### config.mk
export PLATFORM = sky130hd
export DESIGN_NAME = fdig_glue
export DESIGN_NICKNAME = d
export VERILOG_FILES = /design/src/hdl/fdig_pkg.sv /design/src/hdl/fdig_glue.sv
export SDC_FILE = /design/constraint.sdc
export NUM_CORES = 1
export LEC_CHECK = 0
export BUFFER_PORTS_ARGS = -buffer_cell sky130_fd_sc_hd__buf_4
export CORE_ASPECT_RATIO = 1.5
export CORE_MARGIN = 1.5
export CORE_UTILIZATION = 30
export CTS_CLUSTER_DIAMETER = 120
export DETAILED_ROUTE_END_ITERATION = 12
export PLACE_DENSITY = 0.6
export SLEW_MARGIN = 20
export SYNTH_ARGS = -nofsm -noshare
export SYNTH_HDL_FRONTEND = slang
export SYNTH_SLANG_ARGS = --single-unit
### constraint.sdc
create_clock -name ref_clk -period 7 [get_ports ref_clk]
set_input_delay 1.4 -clock ref_clk [delete_from_list [all_inputs] [get_ports ref_clk]]
set_output_delay 1.4 -clock ref_clk [all_outputs]
set_load 0.01 [all_outputs]
### src/hdl/fdig_pkg.sv
package fdig_pkg;

    // Board clock and the fast reference that the floppy clocks divide from.
    localparam int REF_CLK_HZ = 50_000_000;
    localparam int BASE_HZ = 16_000_000;
    localparam int NCO_W = 16;
    localparam logic [NCO_W-1:0] NCO_INC =
        NCO_W'((longint'(BASE_HZ) << NCO_W) / REF_CLK_HZ);

    // Divider taps off the 16 MHz base count; a tap n toggles at 16/2^(n+1).
    localparam int DIV_W = 8;
    localparam logic [2:0] TAP_CTL_LARGE = 3'h0;
    localparam logic [2:0] TAP_WR_MFM_LARGE = 3'h4;

    // Half a data cell for double density on large drives, in ns.
    localparam int WINDOW_NS = 1000;
    localparam int WINDOW_CYC = (WINDOW_NS * (REF_CLK_HZ / 1_000_000)) / 1000;
    localparam int WIN_W = 10;

    // Register offsets on the bus, byte addresses.
    localparam logic [3:0] OFS_CTRL = 4'h0;
    localparam logic [3:0] OFS_STATUS = 4'h4;

    // Control register fields.
    localparam int CTRL_MINI_BIT = 0;
    localparam logic CTRL_MINI_RST = 1'b0;

    // Status register fields.
    localparam int ST_MINI_BIT = 0;
    localparam int ST_READY_BIT = 1;
    localparam int ST_SEEK_BIT = 2;
    localparam int ST_MFM_BIT = 3;
    localparam int ST_SWEN_BIT = 4;
    localparam int ST_UNIT_LSB = 8;

    // Signals the disk controller drives toward the glue.
    typedef struct packed {
        logic seek_mode;
        logic fault_reset_or_step;
        logic low_current_or_direction;
        logic head_load;
        logic side_select;
        logic unit_select_bit_low;
        logic unit_select_bit_high;
        logic write_data;
        logic write_gate;
        logic mfm_mode;
        logic vco_enable;
        logic disk_transfer_request;
    } fdig_ctl_out_t;

    // Signals the glue returns to the disk controller.
    typedef struct packed {
        logic ctl_clock;
        logic write_clock;
        logic read_clock;
        logic ready;
        logic protect_or_double_side;
        logic fault_or_track_zero;
        logic read_data;
        logic data_window;
        logic window_counter_load;
    } fdig_ctl_in_t;

    // Lines coming up the drive cable.
    typedef struct packed {
        logic ready;
        logic write_protect;
        logic two_sided;
        logic fault;
        logic track_zero;
        logic read_data;
    } fdig_drv_in_t;

    // Lines going down the drive cable.
    typedef struct packed {
        logic step;
        logic direction;
        logic fault_reset;
        logic low_current;
        logic head_load;
        logic side_select;
        logic [3:0] drive_select;
        logic write_data;
        logic write_gate;
    } fdig_drv_out_t;

endpackage : fdig_pkg

### src/hdl/fdig_glue.sv
// Notes on behaviour
// - Controller clock 8 MHz large, 4 MHz small.
// - Read clock follows controller and drive size.
// - Write clock follows controller and drive size.
// - Write data counts only under write gate.
// - Density mode picks MFM or FM clocks.
// - Two unit bits decode to four selects.
// - Ready forced true for readyless small drives.
// - Strap picks forced or drive ready.
// - Seek mode switches all shared selectors.
// - Shared output becomes fault reset or step.
// - Shared output becomes low current or direction.
// - One step pulse moves one cylinder.
// - Direction low outward, high inward.
// - Low current goes to large drives.
// - Shared input: write protect or two sided.
// - Shared input: fault or track zero.
// - Read data resynchronised to the oscillator.
// - Data window generated for the controller.
// - Load pulse resyncs window counter to data.
// - Oscillator control steers the data separator.
// - Head load and side select pass to cable.
// - Transfer request passed toward the DMA.
// - Small drives halve controller clocks.
// - Drive size flip-flop, software set if strapped.
`timescale 1ns/100ps
module fdig_glue
(
    input wire logic ref_clk,
    input wire logic rst,
    // Wishbone slave.
    input wire logic wb_cyc_i,
    input wire logic wb_stb_i,
    input wire logic wb_we_i,
    input wire logic [3:0] wb_adr_i,
    input wire logic [3:0] wb_sel_i,
    input wire logic [31:0] wb_dat_i,
    output logic [31:0] wb_dat_o,
    output logic wb_ack_o,
    // Board straps.
    input wire logic strap_sw_size_en,
    input wire logic strap_mini,
    input wire logic strap_force_ready,
    // Disk controller side.
    input wire fdig_pkg::fdig_ctl_out_t ctl_out,
    output fdig_pkg::fdig_ctl_in_t ctl_in,
    output logic dma_request,
    // Drive cable side.
    input wire fdig_pkg::fdig_drv_in_t drv_in,
    output fdig_pkg::fdig_drv_out_t drv_out
);
    import fdig_pkg::*;

    logic mini_r;
    logic [NCO_W-1:0] nco_r;
    logic [NCO_W:0] nco_sum;
    logic base_en;
    logic [DIV_W-1:0] div_r;
    logic [2:0] tap_ctl;
    logic [2:0] tap_wr;
    logic [2:0] tap_rd;
    logic rd_prev_r;
    logic rd_edge;
    logic [WIN_W-1:0] win_cnt_r;
    logic [WIN_W-1:0] win_len;
    logic [WIN_W-1:0] win_half;
    logic win_r;
    logic wb_req;
    logic [31:0] status_word;

    // A request is answered once; ack falls the cycle after it was given.
    assign wb_req = wb_cyc_i && wb_stb_i && !wb_ack_o;

    always_ff @(posedge ref_clk or posedge rst)
    begin
        if (rst)
            wb_ack_o <= 1'b0;
        else
            wb_ack_o <= wb_req;
    end

    // Drive size flip-flop: software owns it only when the strap allows,
    // otherwise it tracks the board strap after reset is released.
    always_ff @(posedge ref_clk or posedge rst)
    begin
        if (rst)
            mini_r <= CTRL_MINI_RST;
        else if (!strap_sw_size_en)
            mini_r <= strap_mini;
        else if (wb_req && wb_we_i && wb_sel_i[0] && wb_adr_i == OFS_CTRL)
            mini_r <= wb_dat_i[CTRL_MINI_BIT];
    end

    // Status shows the block's live state for software.
    always_comb
    begin
        status_word = 32'h0;
        status_word[ST_MINI_BIT] = mini_r;
        status_word[ST_READY_BIT] = ctl_in.ready;
        status_word[ST_SEEK_BIT] = ctl_out.seek_mode;
        status_word[ST_MFM_BIT] = ctl_out.mfm_mode;
        status_word[ST_SWEN_BIT] = strap_sw_size_en;
        status_word[ST_UNIT_LSB] = ctl_out.unit_select_bit_low;
        status_word[ST_UNIT_LSB+1] = ctl_out.unit_select_bit_high;
    end

    // Read data is latched with ack; unmapped offsets read as zero.
    always_ff @(posedge ref_clk or posedge rst)
    begin
        if (rst)
            wb_dat_o <= 32'h0;
        else if (wb_req && !wb_we_i)
            unique case (wb_adr_i)
                OFS_CTRL: wb_dat_o <= {31'h0, mini_r};
                OFS_STATUS: wb_dat_o <= status_word;
                default: wb_dat_o <= 32'h0;
            endcase
    end

    // 16 MHz enable from the 50 MHz clock by phase accumulation; the
    // edges jitter by one reference period, which the controller tolerates
    // better than a clock derived from a second oscillator domain.
    assign nco_sum = {1'b0, nco_r} + {1'b0, NCO_INC};
    assign base_en = nco_sum[NCO_W];

    always_ff @(posedge ref_clk or posedge rst)
    begin
        if (rst)
            nco_r <= '0;
        else
            nco_r <= nco_sum[NCO_W-1:0];
    end

    always_ff @(posedge ref_clk or posedge rst)
    begin
        if (rst)
            div_r <= '0;
        else if (base_en)
            div_r <= div_r + 1'b1;
    end

    // Tap choice: small drives move every clock one tap slower, and
    // single density moves the data clocks one more tap slower.
    always_comb
    begin
        tap_ctl = TAP_CTL_LARGE + {2'b00, mini_r};
        tap_wr = TAP_WR_MFM_LARGE + {2'b00, mini_r}
            + {2'b00, !ctl_out.mfm_mode};
        tap_rd = tap_wr - 3'h1;
    end

    // Clock outputs are registered taps of the divider.
    always_ff @(posedge ref_clk or posedge rst)
    begin
        if (rst)
        begin
            ctl_in.ctl_clock <= 1'b0;
            ctl_in.write_clock <= 1'b0;
            ctl_in.read_clock <= 1'b0;
        end
        else
        begin
            ctl_in.ctl_clock <= div_r[tap_ctl];
            ctl_in.write_clock <= div_r[tap_wr];
            ctl_in.read_clock <= div_r[tap_rd];
        end
    end

    // Window length is half a data cell; it doubles for FM and for small
    // drives so the window always brackets one clock or one data bit.
    always_comb
    begin
        win_len = WIN_W'(WINDOW_CYC);
        if (!ctl_out.mfm_mode)
            win_len = win_len << 1;
        if (mini_r)
            win_len = win_len << 1;
        win_half = win_len >> 1;
    end

    assign rd_edge = drv_in.read_data && !rd_prev_r;

    always_ff @(posedge ref_clk or posedge rst)
    begin
        if (rst)
            rd_prev_r <= 1'b0;
        else
            rd_prev_r <= drv_in.read_data;
    end

    // Window counter free-runs; a read pulse reloads it to mid-window so
    // transitions sit centred, but only while the oscillator is steered.
    always_ff @(posedge ref_clk or posedge rst)
    begin
        if (rst)
        begin
            win_cnt_r <= '0;
            win_r <= 1'b0;
        end
        else if (rd_edge && ctl_out.vco_enable)
            win_cnt_r <= win_half;
        else if (win_cnt_r >= win_len - 1'b1)
        begin
            win_cnt_r <= '0;
            win_r <= !win_r;
        end
        else
            win_cnt_r <= win_cnt_r + 1'b1;
    end

    // Read path toward the controller.
    always_ff @(posedge ref_clk or posedge rst)
    begin
        if (rst)
        begin
            ctl_in.read_data <= 1'b0;
            ctl_in.data_window <= 1'b0;
            ctl_in.window_counter_load <= 1'b0;
        end
        else
        begin
            ctl_in.read_data <= rd_edge;
            ctl_in.data_window <= win_r;
            ctl_in.window_counter_load <=
                rd_edge && ctl_out.vco_enable;
        end
    end

    // Shared status inputs to the controller and ready.
    always_ff @(posedge ref_clk or posedge rst)
    begin
        if (rst)
        begin
            ctl_in.protect_or_double_side <= 1'b0;
            ctl_in.fault_or_track_zero <= 1'b0;
            ctl_in.ready <= 1'b0;
        end
        else
        begin
            ctl_in.protect_or_double_side <= ctl_out.seek_mode
                ? drv_in.two_sided : drv_in.write_protect;
            ctl_in.fault_or_track_zero <= ctl_out.seek_mode
                ? drv_in.track_zero : drv_in.fault;
            ctl_in.ready <= strap_force_ready
                ? 1'b1 : drv_in.ready;
        end
    end

    // Shared controller outputs split by seek mode; the inactive meaning
    // is held low so a drive never sees a stray step or fault reset.
    always_ff @(posedge ref_clk or posedge rst)
    begin
        if (rst)
        begin
            drv_out.step <= 1'b0;
            drv_out.direction <= 1'b0;
            drv_out.fault_reset <= 1'b0;
            drv_out.low_current <= 1'b0;
        end
        else
        begin
            drv_out.step <= ctl_out.seek_mode
                && ctl_out.fault_reset_or_step;
            drv_out.direction <= ctl_out.seek_mode
                && ctl_out.low_current_or_direction;
            drv_out.fault_reset <= !ctl_out.seek_mode
                && ctl_out.fault_reset_or_step;
            drv_out.low_current <= !ctl_out.seek_mode && !mini_r
                && ctl_out.low_current_or_direction;
        end
    end

    // Drive selects: one-hot decode of the unit bits.
    genvar g;
    generate
        for (g = 0; g < 4; g++)
        begin : g_sel
            always_ff @(posedge ref_clk or posedge rst)
            begin
                if (rst)
                    drv_out.drive_select[g] <= 1'b0;
                else
                    drv_out.drive_select[g] <= {ctl_out.unit_select_bit_high,
                        ctl_out.unit_select_bit_low} == 2'(g);
            end
        end
    endgenerate

    // Pass-through controls, write data masked outside the write gate.
    always_ff @(posedge ref_clk or posedge rst)
    begin
        if (rst)
        begin
            drv_out.head_load <= 1'b0;
            drv_out.side_select <= 1'b0;
            drv_out.write_gate <= 1'b0;
            drv_out.write_data <= 1'b0;
            dma_request <= 1'b0;
        end
        else
        begin
            drv_out.head_load <= ctl_out.head_load;
            drv_out.side_select <= ctl_out.side_select;
            drv_out.write_gate <= ctl_out.write_gate;
            drv_out.write_data <= ctl_out.write_gate
                && ctl_out.write_data;
            dma_request <= ctl_out.disk_transfer_request;
        end
    end

endmodule : fdig_glue

==> flow_summary.yaml <==
sta:
  relSlewSlack: 0.439
  worstMarginPinSlew_ps: 841
  max_freq_ghz: 0.308
  finalSetupViolations: 0
  post-route-period-util: 0.464
  layout_min_cycle_time_ps: 3250
  fin_ws_ps: 3750
  fin_tns_setup_ps: 0
  rsz0062_at_grt: "no"
  finalClockSkew_ps: 7.25
  hold_viol: 0
  drv_slew: 0
  holdWs_ps: 397
clock_tree:
  hold_buffers: 0
  postCtsSetupBuffers: 0
  clkTransAtPathRegs_ps: 60
  cts_buffers: 9
  cts.sinks: 67
  clockBufferDepth: 2
  h-tree-depth: 3
  cts_tree: "built"
  root_buffer: "clkbuf_16"
  post_cts_resized: 0
  worstSkewPairLatency_ps: 330
cells_and_area:
  layout_common_cells: "dfrtp_1 (67), buf_4 (62), conb_1 (27)"
  multi_input_area_mm2: 0.00136
  syn_to_final_growth_pct: 27.4
  num-fill-cells: 1088
  final_cell_count_no_fill: 499
  regArea_mm2: 0.00168
  antennaDiodeCount: 0
  final_nets: 432
  layout_commonest_cell: "dfrtp_1"
  drive_gt1_frac: 0.279
synthesis:
  synth.distinct_cells: 42
  synth.avg_cell_area_um2: 11.5
  synth_simple_gate_area_frac: 0.133
  yosys_most_used_dff: "dfrtp_1"
  synth_compound_area_frac: 0.0772
  ys_ff_latch: 67
  synth_top_family_by_area: "simple AND/OR/NAND/NOR gates"
  synth-seq-area-share: 0.525
  yosysWarnings: 0
  synth-edff-count: 0
  synth_xor_area_frac: 0.0823
  synthMuxAreaShare: 0.0384
  syn-cell-area_mm2: 0.00319
  synthArstFlopShare: 1.00
  synthAdderAreaFrac: 0.0627
  synthCells: 278
die:
  initial_utilization: 0.305
  fp-row-count: 46
  dieWidth_um: 87.2
  coreArea_mm2: 0.0105
  io_pins: 121
  dieArea_mm2: 0.0113
  die_h_um: 129
placed_design:
  dp_cells: 483
  dp_hpwl_um: 4430
  port_buffers: 61
  pre_cts_ws_ps: 3380
  place_congestion: 0.746
global_route:
  antenna_found_initial: 0
  grt_util_all_layers: 0.115
  grt_max_degree: 68
  grt_pass1_vias: 2093
  grt_pass1_wl_um: 9860
  grt-ovfl-total: 0
power:
  p_per_area_mw_per_mm2: 274
  total_power_mw: 1.11
  ir_worst_vdd_uv: 132
  power.leakage_nw: 1.89
worst_setup_path:
  worstPathMaxFanout: 7
  critPathKind: "input port to flop"
  crit_path_start_kind: "input port"
  cp-end-kind: "flop"
  required_ps: 7260
  critPathArrivalTime_ps: 3510
detailed_routing:
  routed_wl_um: 5930
  routedLengthMet1_um: 2300
  drtAntennaViolNets: 0
  wl_per_cell_um: 11.9
  highest_layer: "met4"
  dr_wl_met2_um: 3330
  vias: 2120
  viasPerCell: 4.25
  drt_iter0_markers: 81
  firstDrtPassIters: 4
  wl_met3_um: 163
  drc: 0
min_path:
  hp-class: "flop to flop"
run_status:
  status: "finished clean"
flow_run:
  cap_violations: 0
## routing by layer
metal  global-route usage  vias to the layer above
met2                0.204                       31
met1                0.125                     1039
li1                     -                     1040
met3               0.0248                       10
met4               0.0644                        0
met5                    0                        -
## layout make-up
| class | instances | area share |
|---|---|---|
| clock inverters | 7 | 0.0246 |
| clock buffers | 9 | 0.0554 |
| flip-flops and latches | 67 | 0.412 |
| well taps | 144 | 0.0443 |
| inverters | 16 | 0.0148 |
| multi-input cells | 194 | 0.334 |
| repair buffers | 62 | 0.114 |
## cell usage after synthesis, types with 2 or more instances
library cell | n | share of area
inv_1 | 16 | 0.019
or2_2 | 2 | 0.0039
o21ai_0 | 7 | 0.011
xnor2_1 | 21 | 0.058
buf_4 | 25 | 0.059
o21ai_2 | 4 | 0.011
nand2_1 | 25 | 0.029
a22o_1 | 6 | 0.016
nor2_1 | 16 | 0.019
nand4_1 | 7 | 0.014
and2_1 | 4 | 0.0078
nor2b_1 | 5 | 0.0098
xor2_1 | 9 | 0.025
nand3_1 | 8 | 0.013
a21oi_1 | 5 | 0.0078
dfrtp_1 | 67 | 0.53
o22ai_1 | 2 | 0.0039
mux4_2 | 3 | 0.021
and3_1 | 2 | 0.0039
conb_1 | 2 | 0.0024
mux2_2 | 4 | 0.014
nor3_1 | 3 | 0.0047
ha_1 | 16 | 0.063
## kinds of logic (layout without fill, tap and decap cells)
| logic type | after synthesis | in the layout |
|---|---|---|
| xor+xnor | 30 | 30 |
| fa+ha+maj | 16 | 16 |
| buf+inv | 42 | 94 |
| mux | 8 | 8 |
| compound gates | 32 | 32 |
| other cells | 2 | 27 |
| flops | 67 | 67 |
| simple gates | 81 | 81 |
## flip-flops by register name (all words and copies together), names as in the netlist
name / count
win_cnt_r: 10
wb_dat_o: 7
div_r: 8
drv_out: 12
nco_r: 16
mini_r: 1
rd_prev_r: 1
ctl_in: 9
dma_request: 1
win_r: 1
wb_ack_o: 1
## where the power goes
group | switching [mW] | internal, mW
clock network | 0.177 | 0.314
logic | 0.0829 | 0.0812
registers | 0.0359 | 0.421
total | 0.296 | 0.816
## path summary, 6_finish.rpt
check                                    endpoint  cells past startpoint               start  slack, ps
setup / recovery           win_cnt_r[6]$_DFF_PP0_                     10          ctl_out[2]       3750
hold / removal                ctl_in[1]$_DFF_PP0_                      0   win_r$_DFFE_PP0P_        400
setup reg to reg           win_cnt_r[6]$_DFF_PP0_                      8  mini_r$_DFFE_PP0P_       4510
hold reg to reg               ctl_in[1]$_DFF_PP0_                      0   win_r$_DFFE_PP0P_        400
max in group asynchronous     ctl_in[5]$_DFF_PP0_                      3                 rst       5140
min in group asynchronous     nco_r[11]$_DFF_PP0_                      3                 rst       1320
## stage by stage
| step | util | area [um^2] |
|---|---|---|
| 2_1_floorplan | - | 3290 |
| 3_3_place_gp | 0.357 | 3740 |
| 3_5_place_dp | 0.357 | 3740 |
| 4_1_cts | 0.388 | 4070 |
| 5_1_grt | 0.388 | 4070 |
| 6_report | 0.388 | 4070 |
## worst max-delay path, stage by stage
cell and delay, ps:
buf_4 130, inv_1 80, ha_1 330, inv_1 80
ha_1 310, a211oi_2 220, nor2_1 70, or4_4 530
nand2b_4 210, o21ai_2 150
(Power assumes the default switching activity.)
